$ cat src/shared/ustore_pkg.sv
// Constants, codes and carriers for the shift and store output stage.
// Assumes a single clock domain and a 32-bit AXI4-Lite register bus.
// U-Bus bit 0 (most significant in the microcode view) is vector bit 15.

package ustore_pkg;

  // ***************************************************************
  // Widths and field positions
  // ***************************************************************
  localparam int DATA_W      = 16;
  localparam int LOOP_COUNTER_REG_W      = 6;
  localparam int CTR_HI_LSB  = 6;
  localparam int CTR_LO_LSB  = 0;
  localparam int IO_CMD_LSB  = 8;
  localparam int IO_CMD_W    = 3;
  localparam int IO_DEV_LSB  = 0;
  localparam int IO_DEV_W    = 8;
  localparam int IO_SVC_BIT  = 15;
  localparam int STK_SEL_LSB = 0;
  localparam int TOS_N       = 4;
  localparam int ADDR_W      = 8;

  // ***************************************************************
  // Register byte offsets
  // ***************************************************************
  localparam logic [7:0] REG_SCRATCH0   = 8'h00;
  localparam logic [7:0] REG_SCRATCH1   = 8'h04;
  localparam logic [7:0] REG_ADDR_CODE  = 8'h08;
  localparam logic [7:0] REG_DATA_CODE  = 8'h0c;
  localparam logic [7:0] REG_COUNTER    = 8'h10;
  localparam logic [7:0] REG_DATA_BASE  = 8'h14;
  localparam logic [7:0] REG_DATA_LIMIT = 8'h18;
  localparam logic [7:0] REG_PROG_LIMIT = 8'h1c;
  localparam logic [7:0] REG_DIRECT_OUT = 8'h20;
  localparam logic [7:0] REG_TOS0       = 8'h24;
  localparam logic [7:0] REG_TOS1       = 8'h28;
  localparam logic [7:0] REG_TOS2       = 8'h2c;
  localparam logic [7:0] REG_TOS3       = 8'h30;
  localparam logic [7:0] REG_IO_STAT    = 8'h34;
  localparam logic [7:0] REG_STACK_STAT = 8'h38;
  localparam logic [7:0] REG_PCLK       = 8'h3c;
  localparam logic [7:0] REG_SBUS       = 8'h40;

  localparam logic [1:0] RESP_OKAY   = 2'h0;
  localparam logic [1:0] RESP_DECERR = 2'h3;
  localparam logic [15:0] WORD_RESET = 16'h0000;

  // ***************************************************************
  // Microinstruction field codes
  // ***************************************************************
  typedef enum logic [2:0] {
    right_to_left_zero_right = 3'h5,
    left_to_right_zero_left  = 3'h0,
    left_keep_zero_right     = 3'h1,
    shift_left_one           = 3'h2,
    shift_right_one          = 3'h3,
    right_keep_zero_left     = 3'h4,
    byte_exchange            = 3'h6,
    shift_pass               = 3'h7
  } shift_e;

  typedef enum logic [4:0] {
    st_pclk               = 5'h00,
    io_command_send       = 5'h01,
    io_word_send          = 5'h02,
    stack_cache_store     = 5'h03,
    bus_to_scratch1       = 5'h04,
    bus_to_scratch0       = 5'h05,
    st_bus_code           = 5'h07,
    st_push               = 5'h08,
    st_prog_limit         = 5'h09,
    counter_load_low      = 5'h0e,
    counter_load_high     = 5'h0f,
    st_data_base          = 5'h13,
    st_data_limit         = 5'h1c,
    st_nop                = 5'h1f
  } store_e;

  // ***************************************************************
  // Carriers
  // ***************************************************************
  typedef struct packed {
    logic              valid;
    shift_e            shift;
    store_e            store;
    logic              mcu_data;
    logic [1:0]        stack_name;
    logic [1:0]        tos_ref;
    logic [DATA_W-1:0] t_bus;
  } uinstr_s;

  typedef struct packed {
    logic [DATA_W-1:0]   u_bus;
    logic [DATA_W-1:0]   addr_code;
    logic [DATA_W-1:0]   data_code;
    logic [LOOP_COUNTER_REG_W-1:0]   loop_counter_reg;
    logic [DATA_W-1:0]   data_base_reg;
    logic [DATA_W-1:0]   data_limit_reg;
    logic [DATA_W-1:0]   program_limit_reg;
    logic [DATA_W-1:0]   direct_output_data_reg;
    logic [IO_CMD_W-1:0] io_cmd;
    logic [IO_DEV_W-1:0] io_dev;
    logic                io_strobe;
    logic                service_out;
    logic [DATA_W-1:0]   sbus;
    logic [DATA_W-1:0]   tos_read;
    logic                special_off;
    logic                mcu_on;
  } stage_out_s;

endpackage

$ cat src/design/ustore_stage.sv
// Shift and store output stage of a 16-bit microprogrammed datapath.
// Assumes the microsequencer presents one decoded microinstruction per
// enabled clock with valid high, and software uses AXI4-Lite.
// Function
// - Shift 111 passes the T-Bus word unchanged.
// - Shift 001 keeps left byte left, zeroes right byte.
// - Shift 000 moves left byte right, zeroes left byte.
// - Shift 101 moves right byte left, zeroes right byte.
// - Shift 110 exchanges the two bytes.
// - Shift 100 keeps right byte right, zeroes left byte.
// - Shift 010 shifts the word left one bit.
// - Shift 011 shifts the word logically right one bit.
// - Store 00101 writes scratch 0 and selected code register.
// - Store 00100 does the same using scratch 1.
// - Store 00111 does the same writing no scratch register.
// - Store 01111 loads U-Bus bits 4-9 into the counter.
// - Store 01110 loads U-Bus bits 10-15 into the counter.
// - Store 10011 writes the data base register.
// - Store 11100 writes the data limit register.
// - Store 01001 writes the program limit register.
// - Store 00001 sends an I/O command, optionally service-out.
// - Store 00010 writes the direct output data register.
// - Store 00011 writes the stack register picked by name plus SP1.
// - The next stack reference resolves through that selector.
// - Store 01000 pushes the word, moving elements down.
// - Store 00000 copies the process clock to the S-Bus register.
//
// Decided for this implementation: the AXI4-Lite register port and the register offsets.

`timescale 1ns/1ps
`default_nettype none

module ustore_stage
  import ustore_pkg::*;
(
  // Clock, reset and enable.
  input  wire logic              clk,
  input  wire logic              rst_n,
  input  wire logic              ce,
  // Microinstruction from the sequencer.
  input  wire uinstr_s           ui,
  // Datapath results.
  output var  stage_out_s        stage_out,
  // AXI4-Lite write address and data.
  input  wire logic              s_axi_awvalid,
  output logic                   s_axi_awready,
  input  wire logic [ADDR_W-1:0] s_axi_awaddr,
  input  wire logic [2:0]        s_axi_awprot,
  input  wire logic              s_axi_wvalid,
  output logic                   s_axi_wready,
  input  wire logic [31:0]       s_axi_wdata,
  input  wire logic [3:0]        s_axi_wstrb,
  // AXI4-Lite write response.
  output logic                   s_axi_bvalid,
  input  wire logic              s_axi_bready,
  output logic [1:0]             s_axi_bresp,
  // AXI4-Lite read.
  input  wire logic              s_axi_arvalid,
  output logic                   s_axi_arready,
  input  wire logic [ADDR_W-1:0] s_axi_araddr,
  input  wire logic [2:0]        s_axi_arprot,
  output logic                   s_axi_rvalid,
  input  wire logic              s_axi_rready,
  output logic [31:0]            s_axi_rdata,
  output logic [1:0]             s_axi_rresp
);

  // ***************************************************************
  // State
  // ***************************************************************
  typedef struct packed {
    stage_out_s                    o;
    logic [DATA_W-1:0]             scratch_pad_0;
    logic [DATA_W-1:0]             scratch_pad_1;
    logic [TOS_N-1:0][DATA_W-1:0]  top_of_stack_regs;
    logic [1:0]                    effective_stack_select;
    logic                          stack_cache_store_last;
    logic [DATA_W-1:0]             pclk;
    logic                          aw_full;
    logic [ADDR_W-1:0]             awaddr;
    logic                          w_full;
    logic [31:0]                   wdata;
    logic [3:0]                    wstrb;
    logic                          bvalid;
    logic [1:0]                    bresp;
    logic                          rvalid;
    logic [31:0]                   rdata;
    logic [1:0]                    rresp;
  } state_s;

  state_s s_q;
  state_s s_d;
  logic [DATA_W-1:0] u_now;
  logic [1:0]        eff_now;
  logic              step;

  // ***************************************************************
  // Functions
  // ***************************************************************
  function automatic logic [DATA_W-1:0] shift_word(
    input shift_e            c,
    input logic [DATA_W-1:0] t
  );
    case (c)
      shift_pass:               return t;
      left_keep_zero_right:     return {t[15:8], 8'h00};
      left_to_right_zero_left:  return {8'h00, t[15:8]};
      right_to_left_zero_right: return {t[7:0], 8'h00};
      byte_exchange:            return {t[7:0], t[15:8]};
      right_keep_zero_left:     return {8'h00, t[7:0]};
      shift_left_one:           return {t[14:0], 1'b0};
      default:                  return {1'b0, t[15:1]};
    endcase
  endfunction

  function automatic logic [31:0] widen(input logic [DATA_W-1:0] v);
    return {16'h0000, v};
  endfunction

  // ***************************************************************
  // Next state
  // ***************************************************************
  assign step    = ce && ui.valid;
  assign u_now   = shift_word(ui.shift, ui.t_bus);
  assign eff_now = ui.stack_name + s_q.scratch_pad_1[STK_SEL_LSB +: 2];

  assign s_axi_awready = ce && !s_q.aw_full && !s_q.bvalid;
  assign s_axi_wready  = ce && !s_q.w_full && !s_q.bvalid;
  assign s_axi_arready = ce && !s_q.rvalid;
  assign s_axi_bvalid  = s_q.bvalid;
  assign s_axi_bresp   = s_q.bresp;
  assign s_axi_rvalid  = s_q.rvalid;
  assign s_axi_rdata   = s_q.rdata;
  assign s_axi_rresp   = s_q.rresp;
  assign stage_out     = s_q.o;

  always_comb
  begin
    s_d = s_q;
    s_d.o.io_strobe   = 1'b0;
    s_d.o.service_out = 1'b0;
    s_d.o.special_off = 1'b0;
    s_d.o.mcu_on      = 1'b0;
    if (step)
    begin
      s_d.o.u_bus = u_now;
      // A stack reference in this word follows the selector of a
      // preceding stack-cache store, otherwise its own tos_ref field.
      if (s_q.stack_cache_store_last)
        s_d.o.tos_read = s_q.top_of_stack_regs[s_q.effective_stack_select];
      else
        s_d.o.tos_read = s_q.top_of_stack_regs[ui.tos_ref];
      s_d.stack_cache_store_last = 1'b0;
      case (ui.store)
        bus_to_scratch0, bus_to_scratch1, st_bus_code:
        begin
          if (ui.store == bus_to_scratch0)
            s_d.scratch_pad_0 = u_now;
          if (ui.store == bus_to_scratch1)
            s_d.scratch_pad_1 = u_now;
          if (ui.mcu_data)
            s_d.o.data_code = u_now;
          else
            s_d.o.addr_code = u_now;
          s_d.o.special_off = 1'b1;
          s_d.o.mcu_on      = 1'b1;
        end
        counter_load_high:
          s_d.o.loop_counter_reg = u_now[CTR_HI_LSB +: LOOP_COUNTER_REG_W];
        counter_load_low:
          s_d.o.loop_counter_reg = u_now[CTR_LO_LSB +: LOOP_COUNTER_REG_W];
        st_data_base:
          s_d.o.data_base_reg = u_now;
        st_data_limit:
          s_d.o.data_limit_reg = u_now;
        st_prog_limit:
          s_d.o.program_limit_reg = u_now;
        io_command_send:
        begin
          s_d.o.io_cmd      = u_now[IO_CMD_LSB +: IO_CMD_W];
          s_d.o.io_dev      = u_now[IO_DEV_LSB +: IO_DEV_W];
          s_d.o.io_strobe   = 1'b1;
          s_d.o.service_out = u_now[IO_SVC_BIT];
        end
        io_word_send:
          s_d.o.direct_output_data_reg = u_now;
        stack_cache_store:
        begin
          s_d.top_of_stack_regs[eff_now]              = u_now;
          s_d.effective_stack_select    = eff_now;
          s_d.stack_cache_store_last                 = 1'b1;
        end
        st_push:
          s_d.top_of_stack_regs = {s_q.top_of_stack_regs[TOS_N-2:0], u_now};
        st_pclk:
          s_d.o.sbus = s_q.pclk;
        default:
        begin
          // No-operation and codes handled elsewhere store nothing.
          s_d.stack_cache_store_last = 1'b0;
        end
      endcase
    end

    // Write channel: address and data are taken in either order.
    if (s_axi_awvalid && s_axi_awready)
    begin
      s_d.aw_full = 1'b1;
      s_d.awaddr  = s_axi_awaddr;
    end
    if (s_axi_wvalid && s_axi_wready)
    begin
      s_d.w_full = 1'b1;
      s_d.wdata  = s_axi_wdata;
      s_d.wstrb  = s_axi_wstrb;
    end
    if (ce && s_q.aw_full && s_q.w_full && !s_q.bvalid)
    begin
      s_d.aw_full = 1'b0;
      s_d.w_full  = 1'b0;
      s_d.bvalid  = 1'b1;
      s_d.bresp   = RESP_DECERR;
      if (s_q.awaddr == REG_PCLK)
      begin
        s_d.bresp = RESP_OKAY;
        if (s_q.wstrb[0])
          s_d.pclk[7:0] = s_q.wdata[7:0];
        if (s_q.wstrb[1])
          s_d.pclk[15:8] = s_q.wdata[15:8];
      end
      else if (s_q.awaddr <= REG_SBUS && s_q.awaddr[1:0] == 2'h0)
        s_d.bresp = RESP_OKAY;
    end
    if (ce && s_q.bvalid && s_axi_bready)
      s_d.bvalid = 1'b0;

    // Read channel.
    if (s_axi_arvalid && s_axi_arready)
    begin
      s_d.rvalid = 1'b1;
      s_d.rresp  = RESP_OKAY;
      if (s_axi_araddr == REG_SCRATCH0)
        s_d.rdata = widen(s_q.scratch_pad_0);
      else if (s_axi_araddr == REG_SCRATCH1)
        s_d.rdata = widen(s_q.scratch_pad_1);
      else if (s_axi_araddr == REG_ADDR_CODE)
        s_d.rdata = widen(s_q.o.addr_code);
      else if (s_axi_araddr == REG_DATA_CODE)
        s_d.rdata = widen(s_q.o.data_code);
      else if (s_axi_araddr == REG_COUNTER)
        s_d.rdata = {26'h0000000, s_q.o.loop_counter_reg};
      else if (s_axi_araddr == REG_DATA_BASE)
        s_d.rdata = widen(s_q.o.data_base_reg);
      else if (s_axi_araddr == REG_DATA_LIMIT)
        s_d.rdata = widen(s_q.o.data_limit_reg);
      else if (s_axi_araddr == REG_PROG_LIMIT)
        s_d.rdata = widen(s_q.o.program_limit_reg);
      else if (s_axi_araddr == REG_DIRECT_OUT)
        s_d.rdata = widen(s_q.o.direct_output_data_reg);
      else if (s_axi_araddr == REG_TOS0)
        s_d.rdata = widen(s_q.top_of_stack_regs[0]);
      else if (s_axi_araddr == REG_TOS1)
        s_d.rdata = widen(s_q.top_of_stack_regs[1]);
      else if (s_axi_araddr == REG_TOS2)
        s_d.rdata = widen(s_q.top_of_stack_regs[2]);
      else if (s_axi_araddr == REG_TOS3)
        s_d.rdata = widen(s_q.top_of_stack_regs[3]);
      else if (s_axi_araddr == REG_IO_STAT)
        s_d.rdata = {21'h000000, s_q.o.io_cmd, s_q.o.io_dev};
      else if (s_axi_araddr == REG_STACK_STAT)
        s_d.rdata = {29'h00000000, s_q.stack_cache_store_last,
                     s_q.effective_stack_select};
      else if (s_axi_araddr == REG_PCLK)
        s_d.rdata = widen(s_q.pclk);
      else if (s_axi_araddr == REG_SBUS)
        s_d.rdata = widen(s_q.o.sbus);
      else
      begin
        s_d.rdata = 32'h00000000;
        s_d.rresp = RESP_DECERR;
      end
    end
    if (ce && s_q.rvalid && s_axi_rready)
      s_d.rvalid = 1'b0;
  end

  // ***************************************************************
  // Registers
  // ***************************************************************
  always_ff @(posedge clk or negedge rst_n)
  begin
    if (!rst_n)
      s_q <= '0;
    else if (ce)
      s_q <= s_d;
  end
endmodule

`default_nettype wire

$ cat config.mk
export PLATFORM = sky130hd
export DESIGN_NAME = ustore_stage
export DESIGN_NICKNAME = d
export VERILOG_FILES = /design/src/shared/ustore_pkg.sv /design/src/design/ustore_stage.sv
export SDC_FILE = /design/constraint.sdc
export NUM_CORES = 1
export LEC_CHECK = 0
export CAP_MARGIN = 20
export CORE_MARGIN = 5
export CORE_UTILIZATION = 41
export DETAILED_ROUTE_END_ITERATION = 7
export DONT_BUFFER_PORTS = 1
export PLACE_DENSITY = 0.6
export SYNTH_ARGS = -nofsm -noshare
export SYNTH_HDL_FRONTEND = slang
export SYNTH_SLANG_ARGS = --single-unit
$ cat constraint.sdc
create_clock -name clk -period 7.2 [get_ports clk]
set_input_delay 1.8 -clock clk [delete_from_list [all_inputs] [get_ports clk]]
set_output_delay 1.8 -clock clk [all_outputs]
set_load 0.02 [all_outputs]
-- Word-level counts from Yosys, hierarchy flattened
Cells that the tools add are included.
- bits in registers: 364
- latch bits: 0
- bits in writable memories: 0
- bits in read-only memories: 0
- bits of input ports: 96
- memories kept: 0
- add/subtract/negate cells: 1
- multiply operators: 0
- divide/modulo/power cells: 0
- magnitude comparators: 5
- equality and inequality tests: 35
- shift operators: 0
- mux-type cells: 63
- bitwise logic cells: 1
- reduce and logical (&&, ||, !) cells: 57
- operators with widths (operator ; count):
    16-bit two-way mux ; 23
    135-bit two-way mux ; 1
    64-bit one-hot mux with 2 select lines ; 1
    16-bit one-hot mux with 7 select lines ; 1
    8-bit by 6-bit == test with 1-bit output (second input constant) ; 9
    16-bit binary-select mux with 2-bit select ; 2
    64-bit bitwise mux ; 1
    2-bit two-way mux ; 21
    37-bit two-way mux ; 1
    35-bit two-way mux ; 1
    34-bit two-way mux ; 1
    16-bit demux with 2-bit select ; 1
    8-bit by 5-bit == test with 1-bit output (second input constant) ; 4
    32-bit two-way mux ; 1
    3-bit AND reduction ; 9
    4-bit AND reduction ; 6
    5-bit by 4-bit == test with 1-bit output (second input constant) ; 4
    1-bit logical AND ; 18
    2-bit AND reduction ; 9
    8-bit by 4-bit == test with 1-bit output (second input constant) ; 2
    5-bit by 3-bit == test with 1-bit output (second input constant) ; 3
    3-bit == test (second input constant) ; 4
    6-bit one-hot mux with 2 select lines ; 1
    2-bit nonzero test ; 6
    21 further kinds ; 32

-- Depth between registers and ports, before layout
Gate-level depths: netlist of run 1.
- depth after elaboration: 20
- gate-level depth with buffers: 9
- gate-level depth less buffers: 7

-- Worst setup path after synthesis of run 1
OpenSTA, ideal clock, no wires.
- path type: input port to output port
- start: in ce
- end: out s_axi_wready
- arrival: 2.425 ns
- data required time: 5.400 ns
- setup slack: 2.975 ns
- cell stages on the path: 3
- buffers on the path: 1
- cells stage by stage: clkbuf_1 > nand2b_1 > nor2_1
- cells in the longest elaborated chain, start to end: 2
- RTL lines (what ; line ; RTL):
    from (decl) ; ustore_stage.sv:39 ; input wire logic ce,
    1-bit logical AND (2 in series) ; ustore_stage.sv:128 ; assign s_axi_wready = ce && !s_q.w_full && !s_q.bvalid;
    to (decl) ; ustore_stage.sv:50 ; output logic s_axi_wready,
Every way passes these cells.

-- Worst setup path in the final report of run 1
Same ends and word-level chain as after synthesis.

==> results of run 1 <==
logic make-up after synthesis:
family                   after synthesis  share of synthesized area [%]
AO/OA/AOI/OAI                        597                           19.6
AND/OR/NAND/NOR                      495                           11.8
buffers and inverters                376                           11.7
flip-flops                           327                           44.1
multiplexers                         180                           12.6
XOR/XNOR                               2                         0.0944
adder cells (fa/ha/maj)                1                         0.0674
other                                  1                         0.0202
synth_stat cells, types with 5 or more instances:
library cell	instances
o22ai_1	40
a22o_1	5
a32oi_1	8
o211ai_1	8
a221oi_1	6
a2bb2oi_1	6
nor2_1	128
o21ai_0	231
buf_1	16
o21a_1	10
nor2b_1	7
dfrtp_1	327
nand4_1	5
o2bb2ai_1	6
a21o_1	8
mux4_2	33
nor3_1	21
a22oi_1	53
mux2i_1	51
o221ai_1	15
clkbuf_1	134
inv_1	19
nand2b_1	18
o31ai_1	6
buf_4	201
a21oi_1	128
a211oi_1	8
a31oi_1	13
or3_1	7
or2_2	7
or4_1	6
mux2_2	96
nand3_1	20
nand2_1	242
o2111ai_1	6
worst paths after layout:
check,from,endpoint,slack (ps),depth (start not counted)
max,ce,s_axi_wready,3180,2
max in group asynchronous,rst_n,async pin,5760,0
min,s_q[188]$_DFFE_PN0P_,s_q[188]$_DFFE_PN0P_,480,2
max reg2reg,s_q[167]$_DFFE_PN0P_,flop,4010,7
min reg2reg,s_q[188]$_DFFE_PN0P_,s_q[188]$_DFFE_PN0P_,480,2
min in group asynchronous,rst_n,s_q[195]$_DFFE_PN0P_,950,0
routing by layer:
layer	up-vias	track usage, %	wire length, µm	share of wire (%)
li1	6386	-	-	-
met1	7533	37.1	28700	40
met2	788	43.0	32600	46
met3	149	7.93	6910	9.7
met4	2	10.2	3000	4.2
met5	-	0	13	0.018
where the power goes:
group	switching, mW	internal (mW)
registers	0.584	2.15
clock network	0.815	1.20
logic	0.448	0.365
total	1.85	3.72
metrics by stage:
stage,instances,utilization [%],total power [mW],setup WS [ps],hold slack (ps)
after CTS,2348,42.1,5.58,3180,481
final,2352,42.2,5.57,3180,480
after global routing,2352,42.2,5.79,3100,503
after global placement,2276,39.2,3.53,2750,457
after floorplan,1994,-,3.39,2980,442
after detailed placement,2277,39.2,3.57,2740,468
cell usage in the layout, fill, tap and decap left out, types with 7 or more instances in the layout:
master     instances
buf_4             38
a21oi_1          128
o211ai_1           8
o21a_1            10
mux4_2            33
mux2i_1           51
clkbuf_16         41
clkbuf_8           8
a22oi_1           53
o22ai_1           40
a31oi_1           13
nor2_1           127
o221ai_1          14
nand2_1          241
o21ai_0          230
or3_1              7
conb_1            16
clkbuf_1           7
nor3_1            20
mux2_2            96
nand2b_1          18
or2_2              7
nand3_1           20
inv_1             19
a21o_1             8
a32oi_1            8
a211oi_1           8
dfrtp_1          327
final cells by class:
| type | count | share of cell area, % |
|---|---|---|
| Clock buffer | 56 | 6.11 |
| Multi-Input combinational cell | 1291 | 44.1 |
| Sequential cell | 327 | 43.0 |
| Clock inverter | 15 | 0.770 |
| Inverter | 20 | 0.395 |
| Timing Repair Buffer | 42 | 1.66 |
| Tap cell | 600 | 3.95 |
| Antenna cell | 1 | 0.0132 |
worst reg2reg max path, cell delays in order (launching register included):
cell	delay, ps
dfrtp_1	470
ha_1	240
xor2_1	150
xnor2_1	670
nor3b_1	940
buf_4	360
nand3_1	100
a31oi_1	190
==> metrics.yaml, run 1 <==
clocking:
  ctsResizeCount: 0
  root_buffer: "clkbuf_16"
  cts.clk_slew.worst_paths_ps: 60
  clock_latency_ps: 560
  cts_sinks: 327
  htree_num_levels: 2
  postCtsSetupBuffers: 0
  numCtsBuffers: 39
  cts_tree: "yes"
  ctsHoldBuffers: 0
  cts.path.max_buffers: 3
timing:
  rsz0062_at_grt: "false"
  finalMaxSlewViolations: 0
  max-slew-margin-rel_pct: 24.9
  finalSetupViolations: 0
  max_freq_mhz: 248
  fin_setup_tns_ps: 0
  hold_viol: 0
  period_minus_slack_ps: 4020
  fin_worst_skew_ps: 18.8
  fin_crit_sh_pct: 55.9
  tightest_slew_ps: 1120
die:
  core_um2: 45100
  rows: 78
  die_w_um: 223
  start_util_pct: 41.2
  chipHeight_um: 223
  io_pins: 302
  dieArea_um2: 49600
place:
  io_buffers: 0
  place.gp.congestion: 0.967
  dp_hpwl_mm: 50.5
  placed_cell_area_um2: 17700
power_and_ir_drop:
  vdd_drop_max_mv: 0.224
  power_density_nw_per_um2: 293
  power_leakage_nw: 7.87
drt:
  via_per_inst: 6.32
  wl_per_cell_um: 30.3
  drt_wl_total_mm: 71.2
  vias: 14900
  first_iter_violations: 1907
  ant_nets: 0
  drc_errors: 0
  drtPass1Iterations: 6
critical_path:
  critPathMaxFanout: 11
  crit_slowest_cell: "nor2_1"
  crit_type: "in -> out"
  crit_required_ps: 5400
  end_kind: "output port"
  path_delay_family: "simple AND/OR/NAND/NOR gates"
  cp.arrival_ps: 2220
  slowest_delay_ps: 350
  cp_num_buf_inv: 0
  startpoint_type: "input pin"
  path_cells: "nand2b_1, nor2_1"
yosys:
  synth_edf_count: 0
  postSynthCellCount: 1979
  ys_types: 73
  ys_seq_area_share_pct: 44.1
  avgSynthCellArea_um2: 9.38
  yosys_warnings: 0
  synth_top_cell_area_share_pct: 44.1
  synth_ff_type: "dfrtp_1"
  yosys.area.top_type: "dfrtp_1"
  synth_area_leaders: "dfrtp_1 (44%), buf_4 (8.1%), o21ai_0 (6.2%), mux2_2 (5.8%), nand2_1 (4.9%)"
  syn_area_um2: 18600
  async_flop_share_pct: 100
  synth_seq_cells: 327
final_layout:
  drive_above_1_share_pct: 15.1
  area_growth_syn_to_layout_pct: 2.41
  fillers: 4420
  final_area_um2: 19000
  multi_input_comb_area_um2: 8380
  register_area_um2: 8180
  nets: 1818
global_routing:
  gr-total-overflow: 0
  grt_pass1_vias: 13800
  grt_pass1_wl_mm: 103
  antenna_found_initial: 6
  grt_max_degree: 328
  grt_use_total_pct: 27.7
worst_hold_path:
  min_path_type: "reg -> reg"
job:
  maxCapViolations: 0
run_status:
  status: "finished, final reports clean"
(Power assumes the default switching activity.)
==> run 2: changes to the inputs <==
ABC_AREA = 1   (was default)
clock period = 4 ns   (was 7.2 ns; I/O delays follow)
==> metrics.yaml, run 2 <==
timing:
  fin_crit_sh_pct: 74.9
  rsz0062_at_grt: "false"  # unchanged
  finalSetupViolations: 0  # unchanged
  period_minus_slack_ps: 2990
  max-slew-margin-rel_pct: 28.2  # was 24.9%
  finalMaxSlewViolations: 0  # unchanged
  fin_worst_skew_ps: 15.2  # was 18.8 ps
  tightest_slew_ps: 1070  # was 1120 ps
  fin_setup_tns_ps: 0  # unchanged
  hold_viol: 0  # unchanged
  max_freq_mhz: 334
critical_path:
  worstReg2RegEnd: "s_axi_rdata[10]$_DFFE_PN0P_"
  path_cells: "inv_1, nand2_4, nor2_4, nand2_2, o21ai_0, a21oi_1, nand3_1, nor3_1, nand4_1, nand2_1, nand4_1, nand2_1, nand2_1"  # was nand2b_1, nor2_1
  crit_slowest_cell: "nor3_1"  # was nor2_1
  crit_required_ps: 4420  # was 5400 ps
  end_kind: "flop"  # was output port
  critPathMaxFanout: 13  # was 11
  slowest_delay_ps: 510  # was 350 ps
  crit_type: "in -> reg"  # was in -> out
  worst_path_most_repeated_cell: "nand2_1"
  r2r_cells: 10  # was 7
  reg2reg_from: "stage_out[28]$_DFFE_PN0P_"  # was s_q[167]$_DFFE_PN0P_
  worst-r2r-setup-slack_ps: 1420  # was 4010 ps
  startpoint_type: "input pin"  # unchanged
  cp.arrival_ps: 3420  # was 2220 ps
final_layout:
  fillers: 4380  # was 4,420
  area_growth_syn_to_layout_pct: 1.09  # was 2.41%
  drive_above_1_share_pct: 8.88  # was 15.1%
  nets: 2110  # was 1,818
  final_area_um2: 18100  # was 19,000 µm²
  final_cell_mix: "nand2_1 (524), o21ai_0 (397), dfrtp_1 (327)"  # was dfrtp_1 (327), nand2_1 (241), o21ai_0 (230)
  mostFrequentLayoutCell: "nand2_1"  # was dfrtp_1
worst_hold_path:
  min_path_type: "in -> async"  # was reg -> reg
die:
  chipHeight_um: 219  # was 223 µm
  rows: 76  # was 78
  core_um2: 43100  # was 45,100 µm²
  dieArea_um2: 47800  # was 49,600 µm²
  start_util_pct: 41.5  # was 41.2%
  die_w_um: 219  # was 223 µm
  io_pins: 302  # unchanged
yosys:
  synth_top_cell_area_share_pct: 45.8  # was 44.1%
  synth_ff_type: "dfrtp_1"  # unchanged
  syn_area_um2: 17900  # was 18,600 µm²
  yosys.area.top_type: "dfrtp_1"  # unchanged
  synth_common_cells: "nand2_1 (524), o21ai_0 (397), dfrtp_1 (327)"  # was dfrtp_1 (327), nand2_1 (242), o21ai_0 (231)
  synth_edf_count: 0  # unchanged
  async_flop_share_pct: 100  # unchanged
  yosys_warnings: 0  # unchanged
  ys_types: 48  # was 73
  synth_most_common_cell: "nand2_1"  # was dfrtp_1
  avgSynthCellArea_um2: 7.97  # was 9.38 µm²
  synth_area_leaders: "dfrtp_1 (46%), o21ai_0 (11%), nand2_1 (11%), buf_4 (8.7%), inv_1 (3.3%)"  # was dfrtp_1 (44%), buf_4 (8.1%), o21ai_0 (6.2%), mux2_2 (5.8%), nand2_1 (4.9%)
  ys_seq_area_share_pct: 45.8  # was 44.1%
  synth_seq_cells: 327  # unchanged
  postSynthCellCount: 2240  # was 1,979
place:
  io_buffers: 0  # unchanged
  place.gp.congestion: 0.872  # was 0.967
  placed_cell_area_um2: 16800  # was 17,700 µm²
  dp_hpwl_mm: 42.0  # was 50.5 mm
clocking:
  cts_tree: "yes"  # unchanged
  ctsHoldBuffers: 0  # unchanged
  numCtsBuffers: 38  # was 39
  cts.path.max_buffers: 3  # unchanged
  postCtsSetupBuffers: 0  # unchanged
  cts_sinks: 327  # unchanged
  clock_latency_ps: 540  # was 560 ps
  ctsResizeCount: 0  # unchanged
  htree_num_levels: 2  # unchanged
  cts.clk_slew.worst_paths_ps: 60  # about the same
  root_buffer: "clkbuf_16"  # unchanged
global_routing:
  grt_pass1_wl_mm: 89.1  # was 103 mm
  grt_pass1_vias: 13500  # was 13.8k
  grt_use_total_pct: 24.5  # was 27.7%
  gr-total-overflow: 0  # unchanged
  antenna_found_initial: 2  # was 6
  grt_max_degree: 328  # unchanged
run_status:
  status: "finished, final reports clean"  # unchanged
drt:
  via_per_inst: 5.53  # was 6.32
  drtPass1Iterations: 6  # unchanged
  wl_per_cell_um: 23.0  # was 30.3 µm
  first_iter_violations: 1628  # was 1,907
  vias: 14500  # was 14.9k
  drt_wl_total_mm: 60.4  # was 71.2 mm
  drc_errors: 0  # unchanged
  ant_nets: 0  # unchanged
power_and_ir_drop:
  vdd_drop_max_mv: 0.300  # was 0.224 mV
  power_leakage_nw: 8.09  # was 7.87 nW
  p_total_mw: 9.15  # was 5.57 mW
  power_density_nw_per_um2: 507  # was 293 nW/µm²
job:
  maxCapViolations: 0  # unchanged
## run 2: metal layers
layer	global-route usage, %	wire length, µm	up-vias
met1	31.9	23400	6953
met5	0	12	-
met3	10.4	8120	113
met4	8.27	2190	2
met2	37.0	26600	731
li1	-	-	6723
## run 2: area by class of cell
cell class	count	area, µm²	area share, %
diodes	1	2.50	0.0139
flip-flops and latches	327	8180	45.3
clock inverters	9	130	0.721
well taps	585	732	4.05
inverters	190	718	3.98
repair buffers	26	203	1.12
multi-input cells	1430	7020	38.9
clock buffers	56	1060	5.87
## run 2: kinds of logic after synthesis
logic type / Yosys count / synth area share [%]
AND/OR/NAND/NOR: 768 / 18.6
buffers and inverters: 498 / 15.2
AO/OA/AOI/OAI: 633 / 19.6
adder cells (fa/ha/maj): 1 / 0.0701
XOR/XNOR: 1 / 0.0491
other: 1 / 0.0210
flip-flops: 327 / 45.8
multiplexers: 11 / 0.694
## run 2: critical path: cells and delay by family
kind	cells	cell delay (ps)
compound gates	2	600
buf+inv	1	40
simple gates	10	1750
## run 2: worst max path at each step
stage / start / endpoint / slack (ps)
floorplan: ce / s_axi_awready / 1480
global placement: s_axi_araddr[0] / s_axi_rdata[10]$_DFFE_PN0P_ / 630
detailed placement: s_axi_araddr[0] / s_axi_rdata[10]$_DFFE_PN0P_ / 630
CTS: s_axi_araddr[0] / s_axi_rdata[10]$_DFFE_PN0P_ / 1160
global route: s_axi_araddr[0] / s_axi_rdata[10]$_DFFE_PN0P_ / 890
finish: s_axi_araddr[0] / s_axi_rdata[10]$_DFFE_PN0P_ / 1010
## run 2: metrics by stage
| stage | utilization, % | setup slack [ps] | cells | hold slack [ps] |
|---|---|---|---|---|
| after floorplan | - | 1480 | 2255 | 450 |
| after global placement | 39.1 | 628 | 2557 | 466 |
| after detailed placement | 39.1 | 626 | 2557 | 471 |
| after CTS | 41.9 | 1160 | 2622 | 160 |
| after global routing | 41.9 | 893 | 2623 | 163 |
| final | 41.9 | 1010 | 2624 | 186 |
## run 2: power breakdown
group / switching [mW] / total [mW] / internal [mW] / leakage, nW
logic: 0.812 / 1.20 / 0.384 / 3.25
registers: 0.754 / 4.53 / 3.78 / 4.26
clock network: 1.39 / 3.42 / 2.03 / 0.576
total: 2.96 / 9.15 / 6.19 / 8.09
==> run 3: changes to the inputs <==
ABC_AREA = 0   (was 1)
clock period = 3.04 ns   (was 4 ns; I/O delays follow)
==> metrics.yaml, run 3 (synthesis results as in run 1) <==
run_status:
  status: "finished, violations left"  # was finished, final reports clean
  violations: "hold timing"
power_and_ir_drop:
  swShare_pct: 33.5  # was 32.3%
  seqPwrFrac_pct: 48.8  # was 49.5%
  p_comb_share_pct: 15.1  # was 13.1%
  power_leakage_nw: 8.11  # was 8.09 nW
  power_density_nw_per_um2: 685  # was 507 nW/µm²
  clkPwrFrac_pct: 36.1  # was 37.4%
  intPower_mw: 8.83  # was 6.19 mW
  netSwitchingPower_mw: 4.46  # was 2.96 mW
  vdd_drop_max_mv: 0.463  # was 0.300 mV
global_routing:
  grt_pass1_wl_mm: 104  # was 89.1 mm
  grt_pass1_vias: 14100  # was 13.5k
  antenna_found_initial: 2  # unchanged
  grt_max_degree: 328  # unchanged
  gr-total-overflow: 0  # unchanged
  grt_use_total_pct: 28.2  # was 24.5%
final_layout:
  final_area_um2: 19400  # was 18,100 µm²
  fin_util_pct: 43.1  # was 41.9%
  drive_above_1_share_pct: 17.3  # was 8.88%
  area_growth_syn_to_layout_pct: 4.55  # was 1.09%
  antenna_cells: 0  # was 1
  final_cell_mix: "dfrtp_1 (327), nand2_1 (241), o21ai_0 (230)"  # was nand2_1 (524), o21ai_0 (397), dfrtp_1 (327)
  mostFrequentLayoutCell: "dfrtp_1"  # was nand2_1
  nets: 1865  # was 2,110
die:
  die_w_um: 223  # was 219 µm
  chipHeight_um: 223  # was 219 µm
  core_um2: 45100  # was 43,100 µm²
  io_pins: 302  # unchanged
  dieArea_um2: 49600  # was 47,800 µm²
  rows: 78  # was 76
  start_util_pct: 41.2  # was 41.5%
timing:
  finalSetupViolations: 0  # unchanged
  hold_viol: 108  # was 0
  rsz0062_at_grt: "false"  # unchanged
  holdWs_ps: -95.4  # was 186 ps
  fin_worst_skew_ps: 21.9  # was 15.2 ps
  setup_slack_ps: 324  # was 1010 ps
  fin_crit_sh_pct: 89.4
  max-slew-margin-rel_pct: 25.2  # was 28.2%
  fin_setup_tns_ps: 0  # unchanged
  tightest_slew_ps: 1120  # was 1070 ps
  max_freq_mhz: 368
  finalMaxSlewViolations: 0  # unchanged
  period_minus_slack_ps: 2720
critical_path:
  cp_num_buf_inv: 1  # unchanged
  critPathMaxFanout: 14  # was 13
  crit_type: "reg -> reg"  # was in -> reg
  end_kind: "flop"  # unchanged
  crit_required_ps: 3520  # was 4420 ps
  cp.arrival_ps: 3190  # was 3420 ps
  path_cells: "ha_1, xor2_1, xnor2_1, nor3b_1, buf_4, a22oi_1, a21oi_1"  # was inv_1, nand2_4, nor2_4, nand2_2, o21ai_0, a21oi_1, nand3_1, nor3_1, nand4_1, nand2_1, nand4_1, nand2_1, nand2_1
  crit_slowest_cell: "xnor2_1"  # was nor3_1
  path_delay_family: "XOR/XNOR gates"  # was simple AND/OR/NAND/NOR gates
  startpoint_type: "flop"  # was input pin
  slowest_delay_ps: 730  # was 510 ps
clocking:
  cts.clk_slew.worst_paths_ps: 60  # about the same
  clock_latency_ps: 560  # was 540 ps
  numCtsBuffers: 39  # was 38
  cts_sinks: 327  # unchanged
  root_buffer: "clkbuf_16"  # unchanged
  cts.path.max_buffers: 3  # unchanged
  cts_tree: "yes"  # unchanged
  htree_num_levels: 2  # unchanged
worst_hold_path:
  min_path_type: "in -> async"  # unchanged
drt:
  vias: 15000  # was 14.5k
  drtPass1Iterations: 6  # unchanged
  ant_nets: 0  # unchanged
  wl_per_cell_um: 30.4  # was 23.0 µm
  first_iter_violations: 1741  # was 1,628
  via_per_inst: 6.26  # was 5.53
  drt_wl_total_mm: 72.8  # was 60.4 mm
  drc_errors: 0  # unchanged
place:
  place_ws_ps: 95.5  # was 626 ps
  place.gp.congestion: 0.992  # was 0.872
  dp_hpwl_mm: 52.5  # was 42.0 mm
  placed_cell_area_um2: 18100  # was 16,800 µm²
  io_buffers: 0  # unchanged
job:
  maxCapViolations: 0  # unchanged
[run 3: cell types whose count changed in the layout (fill, tap and decap cells not counted), sizes merged, moves of 13 or more]
cell,before,now
mux4,0,33
a21oi,115,128
nand2b,0,18
mux2i,0,51
inv,189,22
nand4,29,5
mux2,11,96
buf,26,88
o22ai,4,40
o21ai,432,233
a31oi,0,13
nand3,50,20
a22oi,39,53
nand2,534,242
[run 3: timing repair]
item	4_1_cts	5_1_grt
setup buffers	0	0
gates resized for setup	0	0
hold endpoints to repair	327	182
[run 3: path summary, 6_finish.rpt]
path	endpoint	slack [ps]	from	cells past startpoint
max in group asynchronous	stage_out[10]$_DFFE_PN0P_	2520	rst_n	0
setup / recovery	flop	320	s_q[167]$_DFFE_PN0P_	7
hold reg to reg	s_q[187]$_DFFE_PN0P_	480	s_q[187]$_DFFE_PN0P_	2
hold / removal	stage_out[1]$_DFFE_PN0P_	-100	rst_n	0
min in group clk	stage_out[1]$_DFFE_PN0P_	330	ce	1
setup reg to reg	flop	320	s_q[167]$_DFFE_PN0P_	7
[run 3: area by class of cell]
class,count,area (µm²)
fillers,4373,25700
multi-input cells,1291,8380
flip-flops and latches,327,8180
clock buffers,50,1100
well taps,600,751
repair buffers,89,731
clock inverters,20,198
inverters,20,75.1
[run 3: layer usage]
layer	global-route usage [%]	routed length (µm)	vias to the layer above
li1	-	-	6479
met1	37.5	29200	7552
met2	43.6	32800	850
met3	8.90	7760	129
met4	9.88	2970	2
met5	0	16	-
[run 3: power by group through the flow]
| stage | Clock [mW] | Combinational [mW] | Sequential (mW) |
|---|---|---|---|
| final | 4.80 | 2.00 | 6.49 |
| after global placement | 0 | 1.92 | 6.51 |
| after global routing | 5.04 | 2.17 | 6.55 |
| after detailed placement | 0 | 1.98 | 6.55 |
| after CTS | 4.87 | 1.99 | 6.47 |
| after floorplan | 0 | 2.43 | 5.60 |
[run 3: stage by stage]
stage | hold slack [ps] | instances | power (mW)
4_1_cts | -118 | 2396 | 13.3
3_3_place_gp | 458 | 2326 | 8.43
2_1_floorplan | 442 | 1994 | 8.04
3_5_place_dp | 464 | 2326 | 8.53
6_report | -95.4 | 2397 | 13.3
5_1_grt | -114 | 2397 | 13.8
